==> src/shared/card_detect_cfg.svh <==
// Constants of the card presence detect register block.
// Assumes inclusion by bare name into design files.
`ifndef CARD_DETECT_CFG_SVH
`define CARD_DETECT_CFG_SVH
// Register indices; byte address is four times the index
`define IDX_OPTIONS 8'h3a
`define IDX_Q_LOW 8'h3f
`define IDX_Q_HIGH 8'h40
`define IDX_I_LOW 8'h41
`define IDX_I_RES 8'h42
`define IDX_Q_RES 8'h43
`define IDX_IRQ_STAT 8'h50
`define IDX_IRQ_MASK 8'h51
// Field positions
`define THR_LSB 0
`define THR_MSB 5
`define IUP_LSB 6
`define IUP_MSB 7
`define SUPPRESS_BIT 6
`define TX_FULL_BIT 3
`define FILTER_BIT 2
`define Q_UNSTABLE_BIT 1
`define I_UNSTABLE_BIT 0
`define EVT_DETECT_BIT 0
`define EVT_UNSTABLE_BIT 1
// Reset values
`define REG8_RESET 8'h00
`define EVT_RESET 2'h0
`define DATA_RESET 32'h0000_0000
// Sampling window
`define CLK_PERIOD_NS 10
`define SAMPLE_TIME_NS 4720
`define SAMPLE_CYCLES (`SAMPLE_TIME_NS / `CLK_PERIOD_NS)
`endif

==> src/shared/card_detect_pkg.sv <==
// Types of the card presence detect register block.
// Assumes the constants header is compiled alongside.
package card_detect_pkg;
  typedef logic [5:0] meas_t;
  typedef logic [7:0] reg8_t;
  typedef logic [1:0] evt_t;
  typedef enum logic [0:0] {
    MEAS_IDLE = 1'b0,
    MEAS_RUN = 1'b1
  } meas_state_t;
endpackage

==> src/design/card_detect_threshold_regs.sv <==
// Threshold registers, compare logic and event interrupt for
// low power card presence detection.
// Assumes an APB master on clk_sys and a front end giving
// start, sample and done pulses synchronous to clk_sys.
// Notes on behaviour
// - upper I threshold gathered from three top bit pairs
// - I above upper threshold flags detection
// - Q above lower threshold flags detection
// - Q above upper threshold flags detection
// - I below lower threshold flags detection
// - thresholds at 3Fh-41h, results at 42h-43h
// - I result read only, top bits reserved
// - Q result read only, bit 7 reserved
// - suppress bit blocks detection until next start
// - options register only on newer variant
// - full swing bit drives transmitter level
// - filter bit selects filtered samples
// - Q unstable when Q changed while filtering
// - I unstable when I changed while filtering
`timescale 1ns/100ps
`include "card_detect_cfg.svh"
module card_detect_threshold_regs #(
  parameter bit NEWER_VARIANT = 1'b1,
  parameter int ADDR_W = 12
) (
  input wire logic clk_sys,
  input wire logic rst_b,
  input wire logic psel,
  input wire logic penable,
  input wire logic pwrite,
  input wire logic [ADDR_W-1:0] paddr,
  input wire logic [31:0] pwdata,
  output logic [31:0] prdata,
  output logic pready,
  output logic pslverr,
  input wire logic measStart,
  input wire logic measSample,
  input wire card_detect_pkg::meas_t iSample,
  input wire card_detect_pkg::meas_t qSample,
  input wire logic measDone,
  output logic cardDetectIrqFlag,
  output logic txFullSwing,
  output logic irq
);
  import card_detect_pkg::*;

  localparam int SAMPLE_CYC = (`SAMPLE_CYCLES < 1) ? 1 : `SAMPLE_CYCLES;
  localparam int CNT_W = $clog2(SAMPLE_CYC + 1);

  // Window counter saturates at the sampling limit, so a front end
  // that never sends its end pulse leaves the block in MEAS_RUN but harmless:
  // later samples are dropped until the next start pulse reopens it.
  // The counter is cleared on every start, so back to back procedures
  // each get the full sampling time.

  reg8_t qLow_r;
  reg8_t qHigh_r;
  reg8_t iLow_r;
  meas_t iRes_r;
  meas_t qRes_r;
  logic suppress_r;
  logic txFull_r;
  logic filterEn_r;
  logic qUnstable_r;
  logic iUnstable_r;
  evt_t evtStat_r;
  evt_t evtMask_r;
  evt_t evtStat_nxt;
  logic [31:0] prdata_r;
  logic pready_r;
  logic pslverr_r;
  logic irq_r;
  logic detFlag_r;
  meas_state_t state_r;
  logic [CNT_W-1:0] winCnt_r;
  logic firstSeen_r;
  meas_t iFirst_r;
  meas_t qFirst_r;
  meas_t iFilt_r;
  meas_t qFilt_r;
  meas_t iRaw_r;
  meas_t qRaw_r;
  logic iChg_r;
  logic qChg_r;

  // Bus decode
  // Exactly one wait state: the access cycle sets pready_r, and the
  // transfer commits at the following edge, when pready_r is seen high.
  // Writes and read side effects are qualified by that commit edge only,
  // so a master that stretches the setup phase changes nothing early.
  logic [ADDR_W-3:0] idx;
  logic accessPh;
  logic wrEn;
  logic rdEn;
  logic optHit;
  logic mapped;
  reg8_t rdByte;
  assign idx = paddr[ADDR_W-1:2];
  assign accessPh = psel && penable && !pready_r;
  assign wrEn = psel && penable && pready_r && pwrite && mapped;
  assign rdEn = psel && penable && pready_r && !pwrite && mapped;
  assign optHit = NEWER_VARIANT && (idx == (ADDR_W-2)'(`IDX_OPTIONS));

  // Map and read mux
  // Reserved bits read as zero; an unmapped index answers with an error
  // and zero data, and no register moves.
  // The options index falls through to unmapped on the older variant.
  always_comb begin
    mapped = 1'b1;
    rdByte = `REG8_RESET;
    if (optHit) begin
      rdByte[`TX_FULL_BIT] = txFull_r;
      rdByte[`FILTER_BIT] = filterEn_r;
      rdByte[`Q_UNSTABLE_BIT] = qUnstable_r;
      rdByte[`I_UNSTABLE_BIT] = iUnstable_r;
    end else if (idx == (ADDR_W-2)'(`IDX_Q_LOW)) begin
      rdByte = qLow_r;
    end else if (idx == (ADDR_W-2)'(`IDX_Q_HIGH)) begin
      rdByte = qHigh_r;
    end else if (idx == (ADDR_W-2)'(`IDX_I_LOW)) begin
      rdByte = iLow_r;
    end else if (idx == (ADDR_W-2)'(`IDX_I_RES)) begin
      rdByte[`THR_MSB:`THR_LSB] = iRes_r;
    end else if (idx == (ADDR_W-2)'(`IDX_Q_RES)) begin
      rdByte[`SUPPRESS_BIT] = suppress_r;
      rdByte[`THR_MSB:`THR_LSB] = qRes_r;
    end else if (idx == (ADDR_W-2)'(`IDX_IRQ_STAT)) begin
      rdByte[1:0] = evtStat_r;
    end else if (idx == (ADDR_W-2)'(`IDX_IRQ_MASK)) begin
      rdByte[1:0] = evtMask_r;
    end else begin
      mapped = 1'b0;
    end
  end

  // One wait state, answer registered
  // Read data is zero outside the answer cycle, so a monitor can
  // check it without knowing the direction of the transfer.
  always_ff @(posedge clk_sys or negedge rst_b) begin
    if (!rst_b) begin
      pready_r <= 1'b0;
      pslverr_r <= 1'b0;
      prdata_r <= `DATA_RESET;
    end else begin
      pready_r <= accessPh;
      pslverr_r <= accessPh && !mapped;
      if (accessPh && !pwrite) begin
        prdata_r <= {24'h00_0000, rdByte};
      end else begin
        prdata_r <= `DATA_RESET;
      end
    end
  end

  // Threshold registers
  // Upper I threshold bits live in the top pairs of these bytes;
  // a whole byte write updates both fields together, so software
  // must write all three bytes before a new upper I limit is valid.
  always_ff @(posedge clk_sys or negedge rst_b) begin
    if (!rst_b) begin
      qLow_r <= `REG8_RESET;
      qHigh_r <= `REG8_RESET;
      iLow_r <= `REG8_RESET;
    end else if (wrEn) begin
      if (idx == (ADDR_W-2)'(`IDX_Q_LOW)) begin
        qLow_r <= pwdata[7:0];
      end
      if (idx == (ADDR_W-2)'(`IDX_Q_HIGH)) begin
        qHigh_r <= pwdata[7:0];
      end
      if (idx == (ADDR_W-2)'(`IDX_I_LOW)) begin
        iLow_r <= pwdata[7:0];
      end
    end
  end

  // Options; ignored writes on older variant
  // Unstable flags are not written here; they follow the measurement.
  always_ff @(posedge clk_sys or negedge rst_b) begin
    if (!rst_b) begin
      txFull_r <= 1'b0;
      filterEn_r <= 1'b0;
    end else if (wrEn && optHit) begin
      txFull_r <= pwdata[`TX_FULL_BIT];
      filterEn_r <= pwdata[`FILTER_BIT];
    end
  end

  // Suppress bit; a new procedure re-arms detection
  // A software write wins over a start pulse in the same cycle,
  // so a suppress set by software is never silently lost.
  always_ff @(posedge clk_sys or negedge rst_b) begin
    if (!rst_b) begin
      suppress_r <= 1'b0;
    end else if (wrEn && idx == (ADDR_W-2)'(`IDX_Q_RES)) begin
      suppress_r <= pwdata[`SUPPRESS_BIT];
    end else if (measStart) begin
      suppress_r <= 1'b0;
    end
  end

  // Measurement window
  // End pulse closes the window at any count; a late end still
  // evaluates whatever samples were taken inside the window.
  always_ff @(posedge clk_sys or negedge rst_b) begin
    if (!rst_b) begin
      state_r <= MEAS_IDLE;
      winCnt_r <= '0;
    end else if (measStart) begin
      state_r <= MEAS_RUN;
      winCnt_r <= '0;
    end else if (measDone) begin
      state_r <= MEAS_IDLE;
    end else if (state_r == MEAS_RUN && winCnt_r != CNT_W'(SAMPLE_CYC)) begin
      winCnt_r <= winCnt_r + CNT_W'(1);
    end
  end

  // Sample accepted while window open
  logic takeSample;
  assign takeSample = measSample && state_r == MEAS_RUN
                      && winCnt_r != CNT_W'(SAMPLE_CYC);

  // Halves of filtered running mean
  // Carry bit keeps the sum exact before halving, so the mean
  // never wraps for full scale samples.
  logic [6:0] iSum;
  logic [6:0] qSum;
  assign iSum = {1'b0, iFilt_r} + {1'b0, iSample};
  assign qSum = {1'b0, qFilt_r} + {1'b0, qSample};

  // Raw, filtered and change tracking
  // Every later sample is compared with the first of the procedure,
  // so a slow drift counts as a change just like a single jump.
  // Raw values are kept too, so the filter can be toggled between runs.
  always_ff @(posedge clk_sys or negedge rst_b) begin
    if (!rst_b) begin
      firstSeen_r <= 1'b0;
      iFirst_r <= '0;
      qFirst_r <= '0;
      iFilt_r <= '0;
      qFilt_r <= '0;
      iRaw_r <= '0;
      qRaw_r <= '0;
      iChg_r <= 1'b0;
      qChg_r <= 1'b0;
    end else if (measStart) begin
      firstSeen_r <= 1'b0;
      iChg_r <= 1'b0;
      qChg_r <= 1'b0;
    end else if (takeSample) begin
      firstSeen_r <= 1'b1;
      iRaw_r <= iSample;
      qRaw_r <= qSample;
      if (!firstSeen_r) begin
        iFirst_r <= iSample;
        qFirst_r <= qSample;
        iFilt_r <= iSample;
        qFilt_r <= qSample;
      end else begin
        iFilt_r <= iSum[6:1];
        qFilt_r <= qSum[6:1];
        iChg_r <= iChg_r || (iSample != iFirst_r);
        qChg_r <= qChg_r || (qSample != qFirst_r);
      end
    end
  end

  // Decision inputs and compares
  // Q against its lower threshold fires on above, as defined for
  // this block; all four compares are strict, so equal never fires.
  // Suppression gates only the decision, results still update.
  meas_t iVal;
  meas_t qVal;
  meas_t iUpper;
  logic detectHit;
  logic unstableHit;
  assign iVal = filterEn_r ? iFilt_r : iRaw_r;
  assign qVal = filterEn_r ? qFilt_r : qRaw_r;
  assign iUpper = {qLow_r[`IUP_MSB:`IUP_LSB], qHigh_r[`IUP_MSB:`IUP_LSB],
                   iLow_r[`IUP_MSB:`IUP_LSB]};
  assign detectHit = measDone && !suppress_r && (
    (iVal > iUpper) ||
    (qVal > qLow_r[`THR_MSB:`THR_LSB]) ||
    (qVal > qHigh_r[`THR_MSB:`THR_LSB]) ||
    (iVal < iLow_r[`THR_MSB:`THR_LSB]));
  assign unstableHit = measDone && filterEn_r && (iChg_r || qChg_r);

  // Results and unstable flags latched at done
  // Both results move at the same edge, so a read never pairs
  // an I value of one procedure with a Q value of another.
  always_ff @(posedge clk_sys or negedge rst_b) begin
    if (!rst_b) begin
      iRes_r <= '0;
      qRes_r <= '0;
      iUnstable_r <= 1'b0;
      qUnstable_r <= 1'b0;
      detFlag_r <= 1'b0;
    end else begin
      detFlag_r <= detectHit;
      if (measDone) begin
        iRes_r <= iVal;
        qRes_r <= qVal;
        iUnstable_r <= filterEn_r && iChg_r;
        qUnstable_r <= filterEn_r && qChg_r;
      end
    end
  end

  // Sticky events, read clears, set wins
  // An event in the cycle of a clearing read stays visible,
  // but a detection in the preceding wait cycle is cleared unread, so software can miss it.
  always_comb begin
    evtStat_nxt = evtStat_r;
    if (rdEn && idx == (ADDR_W-2)'(`IDX_IRQ_STAT)) begin
      evtStat_nxt = `EVT_RESET;
    end
    if (detectHit) begin
      evtStat_nxt[`EVT_DETECT_BIT] = 1'b1;
    end
    if (unstableHit) begin
      evtStat_nxt[`EVT_UNSTABLE_BIT] = 1'b1;
    end
  end

  // Status, mask and interrupt line
  // Line uses the next status value, so it follows a set or a
  // clear at the same edge as the status bit, with no lag.
  always_ff @(posedge clk_sys or negedge rst_b) begin
    if (!rst_b) begin
      evtStat_r <= `EVT_RESET;
      evtMask_r <= `EVT_RESET;
      irq_r <= 1'b0;
    end else begin
      evtStat_r <= evtStat_nxt;
      if (wrEn && idx == (ADDR_W-2)'(`IDX_IRQ_MASK)) begin
        evtMask_r <= pwdata[1:0];
      end
      irq_r <= |(evtStat_nxt & evtMask_r);
    end
  end

  // Outputs straight from flip-flops
  assign prdata = prdata_r;
  assign pready = pready_r;
  assign pslverr = pslverr_r;
  assign cardDetectIrqFlag = detFlag_r;
  assign txFullSwing = txFull_r;
  assign irq = irq_r;
endmodule

==> config.mk <==
export PLATFORM = sky130hd
export DESIGN_NAME = card_detect_threshold_regs
export DESIGN_NICKNAME = d
export VERILOG_FILES = /design/src/shared/card_detect_pkg.sv /design/src/design/card_detect_threshold_regs.sv
export VERILOG_INCLUDE_DIRS = /design/src /design/src/shared
export SDC_FILE = /design/constraint.sdc
export NUM_CORES = 1
export LEC_CHECK = 0
export ABC_CLOCK_PERIOD_IN_PS = 7800
export BUFFER_PORTS_ARGS = -buffer_cell sky130_fd_sc_hd__buf_2
export CORE_AREA = 2 2 126 128
export CTS_BUF_LIST = sky130_fd_sc_hd__clkbuf_4
export CTS_CLUSTER_DIAMETER = 100
export DETAILED_ROUTE_END_ITERATION = 12
export DIE_AREA = 0 0 128 130
export PLACE_DENSITY = 0.64
export SLEW_MARGIN = 20
export SYNTH_ARGS = -nofsm -noshare
export SYNTH_HDL_FRONTEND = slang
export SYNTH_SLANG_ARGS = --single-unit
==> constraint.sdc <==
create_clock -name clk_sys -period 7.8 [get_ports clk_sys]
set_input_delay 0.78 -clock clk_sys [delete_from_list [all_inputs] [get_ports clk_sys]]
set_output_delay 0.78 -clock clk_sys [all_outputs]
set_load 0.02 [all_outputs]
=== After elaboration in Yosys (flattened, before gate mapping) ===
Index checks and enable logic that the tools add are counted.

* Logic and storage cells: 138
* Output and inout port bits: 37
* Bits in registers: 130
* Input bits: 64

* $lt $le $gt $ge: 4
* Bitwise operators: 3
* Eq/ne operators: 12
* Muxes and demuxes: 43
* Reductions and logical operators: 45
* Add/sub/neg operators: 3

{| class="wikitable"
|+ Operators by type and width
! cell !! count
|-
| == test 10 x 7 -> 1 bit, second input constant || 6
|-
| two-way mux 6 bit || 5
|-
| two-way mux 9 bit || 3
|-
| two-way mux 1 bit || 24
|-
| two-way mux 8 bit || 3
|-
| logical AND 1 bit || 22
|-
| == test 10 x 6 -> 1 bit, second input constant || 2
|-
| > comparator 6 bit || 3
|-
| adder 6 x 6 -> 7 bit || 2
|-
| inequality test 6 bit || 2
|-
| AND reduction 2 bit || 6
|-
| nonzero test 2 bit || 5
|-
| adder 9 x 1 -> 9 bit, second input constant || 1
|-
| inequality test 9 bit, second input constant || 1
|-
| two-way mux 2 bit || 4
|-
| two-way mux 4 bit || 2
|-
| two-way mux 7 bit || 1
|-
| logical OR 1 bit || 6
|-
| < comparator 6 bit || 1
|-
| two-way mux 5 bit || 1
|-
| logical NOT 1 bit || 4
|-
| AND reduction 3 bit || 1
|-
| bitwise AND 2 bit || 1
|-
| inequality test 2 bit, second input constant || 1
|-
| other kinds (2) || 3
|}

=== Depth between registers and ports, before layout ===
* Word-level depth: 15
* Depth in mapped cells: 10
* Depth with buffers taken out: 8

=== Worst setup path before layout ===
Ideal clock, no wire load.

* Kind: register to register
* From: register filterEn_r
* To: register evtStat_r[0]
* Data required time: 7.665 ns
* Buffers on the path: 2
* Data arrival time: 2.531 ns
* Path slack: 5.134 ns
* Stages on the path, launching flop included: 10
* Library setup time: 0.135 ns
* Clock period less this slack: 2.666 ns
* Cell sequence: dfrtp_1 -> clkbuf_1 -> clkbuf_1 -> mux2_2 -> ha_1 -> a21o_1 -> a2111oi_0 -> nor2_1 -> nor3_1 -> o21ai_0

* Cells in the longest elaborated chain, start to end: 7
* Elaborated cells between the ends (all ways): 11
* Classes of those cells: 4 x order compare; 3 x mux; 4 x reduce/logical

{| class="wikitable"
|+ Ends and longest elaborated chain
! element !! line !! text
|-
| start, declared || card_detect_threshold_regs.sv:63 || <nowiki>logic filterEn_r;</nowiki>
|-
| start signal, assigned || card_detect_threshold_regs.sv:185 || <nowiki>filterEn_r <= pwdata[`FILTER_BIT];</nowiki>
|-
| two-way mux 6 bit (*) || card_detect_threshold_regs.sv:279 || <nowiki>assign qVal = filterEn_r ? qFilt_r : qRaw_r;</nowiki>
|-
| via qVal[3] || card_detect_threshold_regs.sv:274 || <nowiki>meas_t qVal;</nowiki>
|-
| > comparator 6 bit || card_detect_threshold_regs.sv:284 || <nowiki>(qVal > qLow_r[`THR_MSB:`THR_LSB]) ||</nowiki>
|-
| logical OR 1 bit || card_detect_threshold_regs.sv:283 || <nowiki>(iVal > iUpper) ||</nowiki>
|-
| logical OR 1 bit (*) (2 in series) || card_detect_threshold_regs.sv:283 ||
|-
| logical AND 1 bit (*) || card_detect_threshold_regs.sv:282 || <nowiki>assign detectHit = measDone && !suppress_r && (</nowiki>
|-
| two-way mux 1 bit (*) || card_detect_threshold_regs.sv:318 || <nowiki>if (detectHit) begin</nowiki>
|-
| via evtStat_nxt[0] || card_detect_threshold_regs.sv:68 || <nowiki>evt_t evtStat_nxt;</nowiki>
|-
| end signal, assigned || card_detect_threshold_regs.sv:331 || <nowiki>evtStat_r <= `EVT_RESET;</nowiki>
|-
| end signal, assigned || card_detect_threshold_regs.sv:335 || <nowiki>evtStat_r <= evtStat_nxt;</nowiki>
|-
| end, declared || card_detect_threshold_regs.sv:66 || <nowiki>evt_t evtStat_r;</nowiki>
|}

Mark *: on every way through the listed nets, which the timed path passes. The rest lies on a longest branch.
A chain may end at the register's enable or synchronous reset.

=== Worst setup path in the final report ===
Same ends and word-level chain as after synthesis.

==> summary.md <==
| Metric | Value |
|---|---|
| Status | `complete, no violations` |
| HPWL after detailed placement | `9.52 mm` |
| TNS Setup | `0 ns` |
| Root Driver | `clkbuf_4` |
| 1st-iter DRT viols | `192` |
| ANT nets after route | `0` |
| Yosys warns | `0` |
| Layout cells sized above 1 | `0.238` |
| IO Port Bufs | `50` |
| Die area | `16600 µm²` |
| Io pins | `101` |
| Mux cell area share after synthesis | `0.162` |
| Netlist Area Pre-Place | `6020 µm²` |
| Vias in the first global route | `4201` |
| Final WS setup | `4.65 ns` |
| Initial Util | `0.390` |
| WS Path Type | `reg2reg` |
| CTS Hold Bufs | `0` |
| DR vias/cell | `5.21` |
| Post-layout min period | `3.15 ns` |
| # resized after CTS | `0` |
| Crit path DAT | `3.52 ns` |
| Die Ht | `130 µm` |
| Drt pass-1 iters | `5` |
| FMAX | `317 MHz` |
| Grt ovf | `0` |
| Cells after synthesis | `563` |
| Top-area cell type share of the netlist area | `0.441` |
| Post-Synth Adder-Cell Area | `0.0794` |
| Hold crit path type | `in2async` |
| Htree depth | `3` |
| Compound-Gate Fraction of Synth Area | `0.0934` |
| GP Congestion | `0.854` |
| Max-cap violations | `0` |
| Final Slew Violations | `0` |
| Post-Synth Simple-Gate Area | `0.114` |
| Largest stage delay, worst path | `0.88 ns` |
| Diode count | `0` |
| Fin. Hold Viols | `0` |
| Critical-path top delay cell | `dfrtp_1` |
| Slew margin rel. | `0.303` |
| Largest family of logic cells by synthesized area | `multiplexers` |
| First-pass GRT wire length | `21.3 mm` |
| Syn_area_per_cell | `10.7 µm²` |
| Leakage | `2.94 nW` |
| Seq/Total Area, Yosys | `0.441` |
| Antenna violations before repair | `0` |
| Slew @ Worst Pin | `1.04 ns` |
| Cell Pwr Density | `189 nW/µm²` |
| CTS tree | `yes` |
| Clk_skew | `0.0108 ns` |
| Clock-pin slew on the worst setup and hold paths | `0.15 ns` |
| Commonest register cell after synthesis | `dfrtp_1` |
| Flops & latches, synth | `106` |
| Core box area | `15400 µm²` |
| Number of remaining DRC errors | `0` |
| DR WL/cell | `16.0 µm` |
| Global Route Usage Sum | `0.165` |
| FP Rows | `46` |
| Setup Viol. Count Final | `0` |
| Fill cells | `1506` |
| Distinct cells, synth | `55` |
| CP endpoint kind | `flip-flop` |
| Post-synth EDFFs | `0` |
| Pre-CTS WS | `4.62 ns` |
| CTS buffer count | `9` |
| R2R depth | `7` |
| VDD IR max | `0.105 mV` |
| Top post-synthesis cells by area | `dfrtp_1 44%, mux2_2 13%, ha_1 7.3%, buf_4 3.1%, inv_1 2.6%` |
| Critical Path RT | `8.17 ns` |
| Crit path max fanout | `15` |
| Largest net degree at the start of global routing | `89` |
| Post-CTS Setup Inserts | `0` |
| Final cycle utilization of the critical path | `0.404` |
| Crit path cell chain | `mux2_2 > ha_1 > a21o_1 > a2111oi_0 > nor2_1 > nor3_1 > o21ai_0` |
| Post-Synth XOR/XNOR Area | `0.0364` |
| Clk buf depth | `2` |
| RSZ-0062 raised after global routing | `false` |
| Clock Latency Late Sink | `0.48 ns` |
| Reg2Reg Setup Slack | `4.65 ns` |
| Worst Setup Start Kind | `flip-flop` |
| Number of clock sinks | `106` |
| Layout area overhead | `7.36%` |
| Area leader, netlist | `dfrtp_1` |
| Final #Nets | `705` |
| DR vias | `4173` |
| Post-synth ARST share | `1.00` |
| Die Wd | `128 µm` |
| Routed WL | `12.8 mm` |
## state kept, by name (all words and copies together) (netlist names), 8 cells and up
signal and cells:
winCnt_r 9, iLow_r 8, prdata 8, qHigh_r 8
qLow_r 8
## cell usage in the layout (no fill, tap or decap), types with 4 or more instances in the layout
cell type / count
dfrtp_1: 106
mux2_2: 67
buf_2: 49
inv_1: 42
nor2_1: 41
ha_1: 35
a21oi_1: 27
nand2_1: 26
conb_1: 24
o21ai_0: 21
nand3_1: 16
mux2i_1: 15
xnor2_1: 13
xor2_1: 12
o22ai_1: 12
clkbuf_4: 9
a22oi_1: 6
nor3_1: 6
nand2b_1: 5
nor2b_1: 5
and3_1: 4
nor4_1: 4
a21o_1: 4
nand4_1: 4
## metrics by stage
stage | hold slack [ns] | power [mW] | area [µm²] | std cells | util
2_1_floorplan | 0.467 | 0.882 | 6100 | 586 | -
3_3_place_gp | 0.468 | 0.944 | 6330 | 785 | 0.410
3_5_place_dp | 0.483 | 0.961 | 6330 | 785 | 0.410
4_1_cts | 0.116 | 1.24 | 6460 | 801 | 0.419
5_1_grt | 0.101 | 1.30 | 6460 | 801 | 0.419
6_report | 0.147 | 1.22 | 6460 | 801 | 0.419
## power by group
part	total (mW)	switching, mW	internal [mW]
Clock	0.273	0.179	0.0941
Sequential	0.648	0.0401	0.608
Combinational	0.301	0.159	0.143
Total	1.22	0.377	0.845
## cells by family after synthesis
logic type                 Yosys count
other                                1
adders and majority gates           37
and+or+nand+nor                    132
muxes                               85
DFF                                106
AOI/OAI and AO/OA                   90
buffers and inverters               87
xor gates and xnor gates            25
## metal layers
layer	vias up	track usage	share of wire
li1	2023	-	-
met1	2043	0.211	0.46
met2	98	0.281	0.48
met3	9	0.0426	0.048
met4	0	0.0414	0.0080
met5	-	0	0
## area by class of cell
class / instances / area, µm² / area share
Clock buffer: 9 / 67.6 / 0.0105
Multi-Input combinational cell: 393 / 3010 / 0.466
Sequential cell: 106 / 2650 / 0.411
Clock inverter: 7 / 60.1 / 0.00930
Timing Repair Buffer: 52 / 272 / 0.0420
Tap cell: 192 / 240 / 0.0372
Inverter: 42 / 158 / 0.0244
## synthesized netlist by cell type (5+ instances only)
master      n
a21oi_1    27
a22oi_1     6
buf_2       6
buf_4      25
clkbuf_1    9
dfrtp_1   106
ha_1       35
inv_1      42
mux2_2     67
mux2i_1    15
nand2_1    26
nand2b_1    5
nand3_1    16
nor2_1     41
nor2b_1     6
nor3_1      6
o21ai_0    21
o22ai_1    12
xnor2_1    13
xor2_1     12
## critical path, delay by kind of cell, from the launching register on
family                     cells  cell delay [ns]
DFF                            1             0.88
AOI/OAI and AO/OA              3             0.83
and+or+nand+nor                2             0.57
muxes                          1             0.45
adders and majority gates      1             0.30
## final timing paths
path	endpoint	startpoint
max in group asynchronous	qHigh_r[1]	rst_b
min in group clk_sys	pslverr	pready
worst min-delay path	iFirst_r[4]	rst_b
worst min register to register	pslverr	pready
worst max register to register	evtStat_r[0]	filterEn_r
worst max-delay path	evtStat_r[0]	filterEn_r
Note: power is estimated with default switching activity, not from simulation.
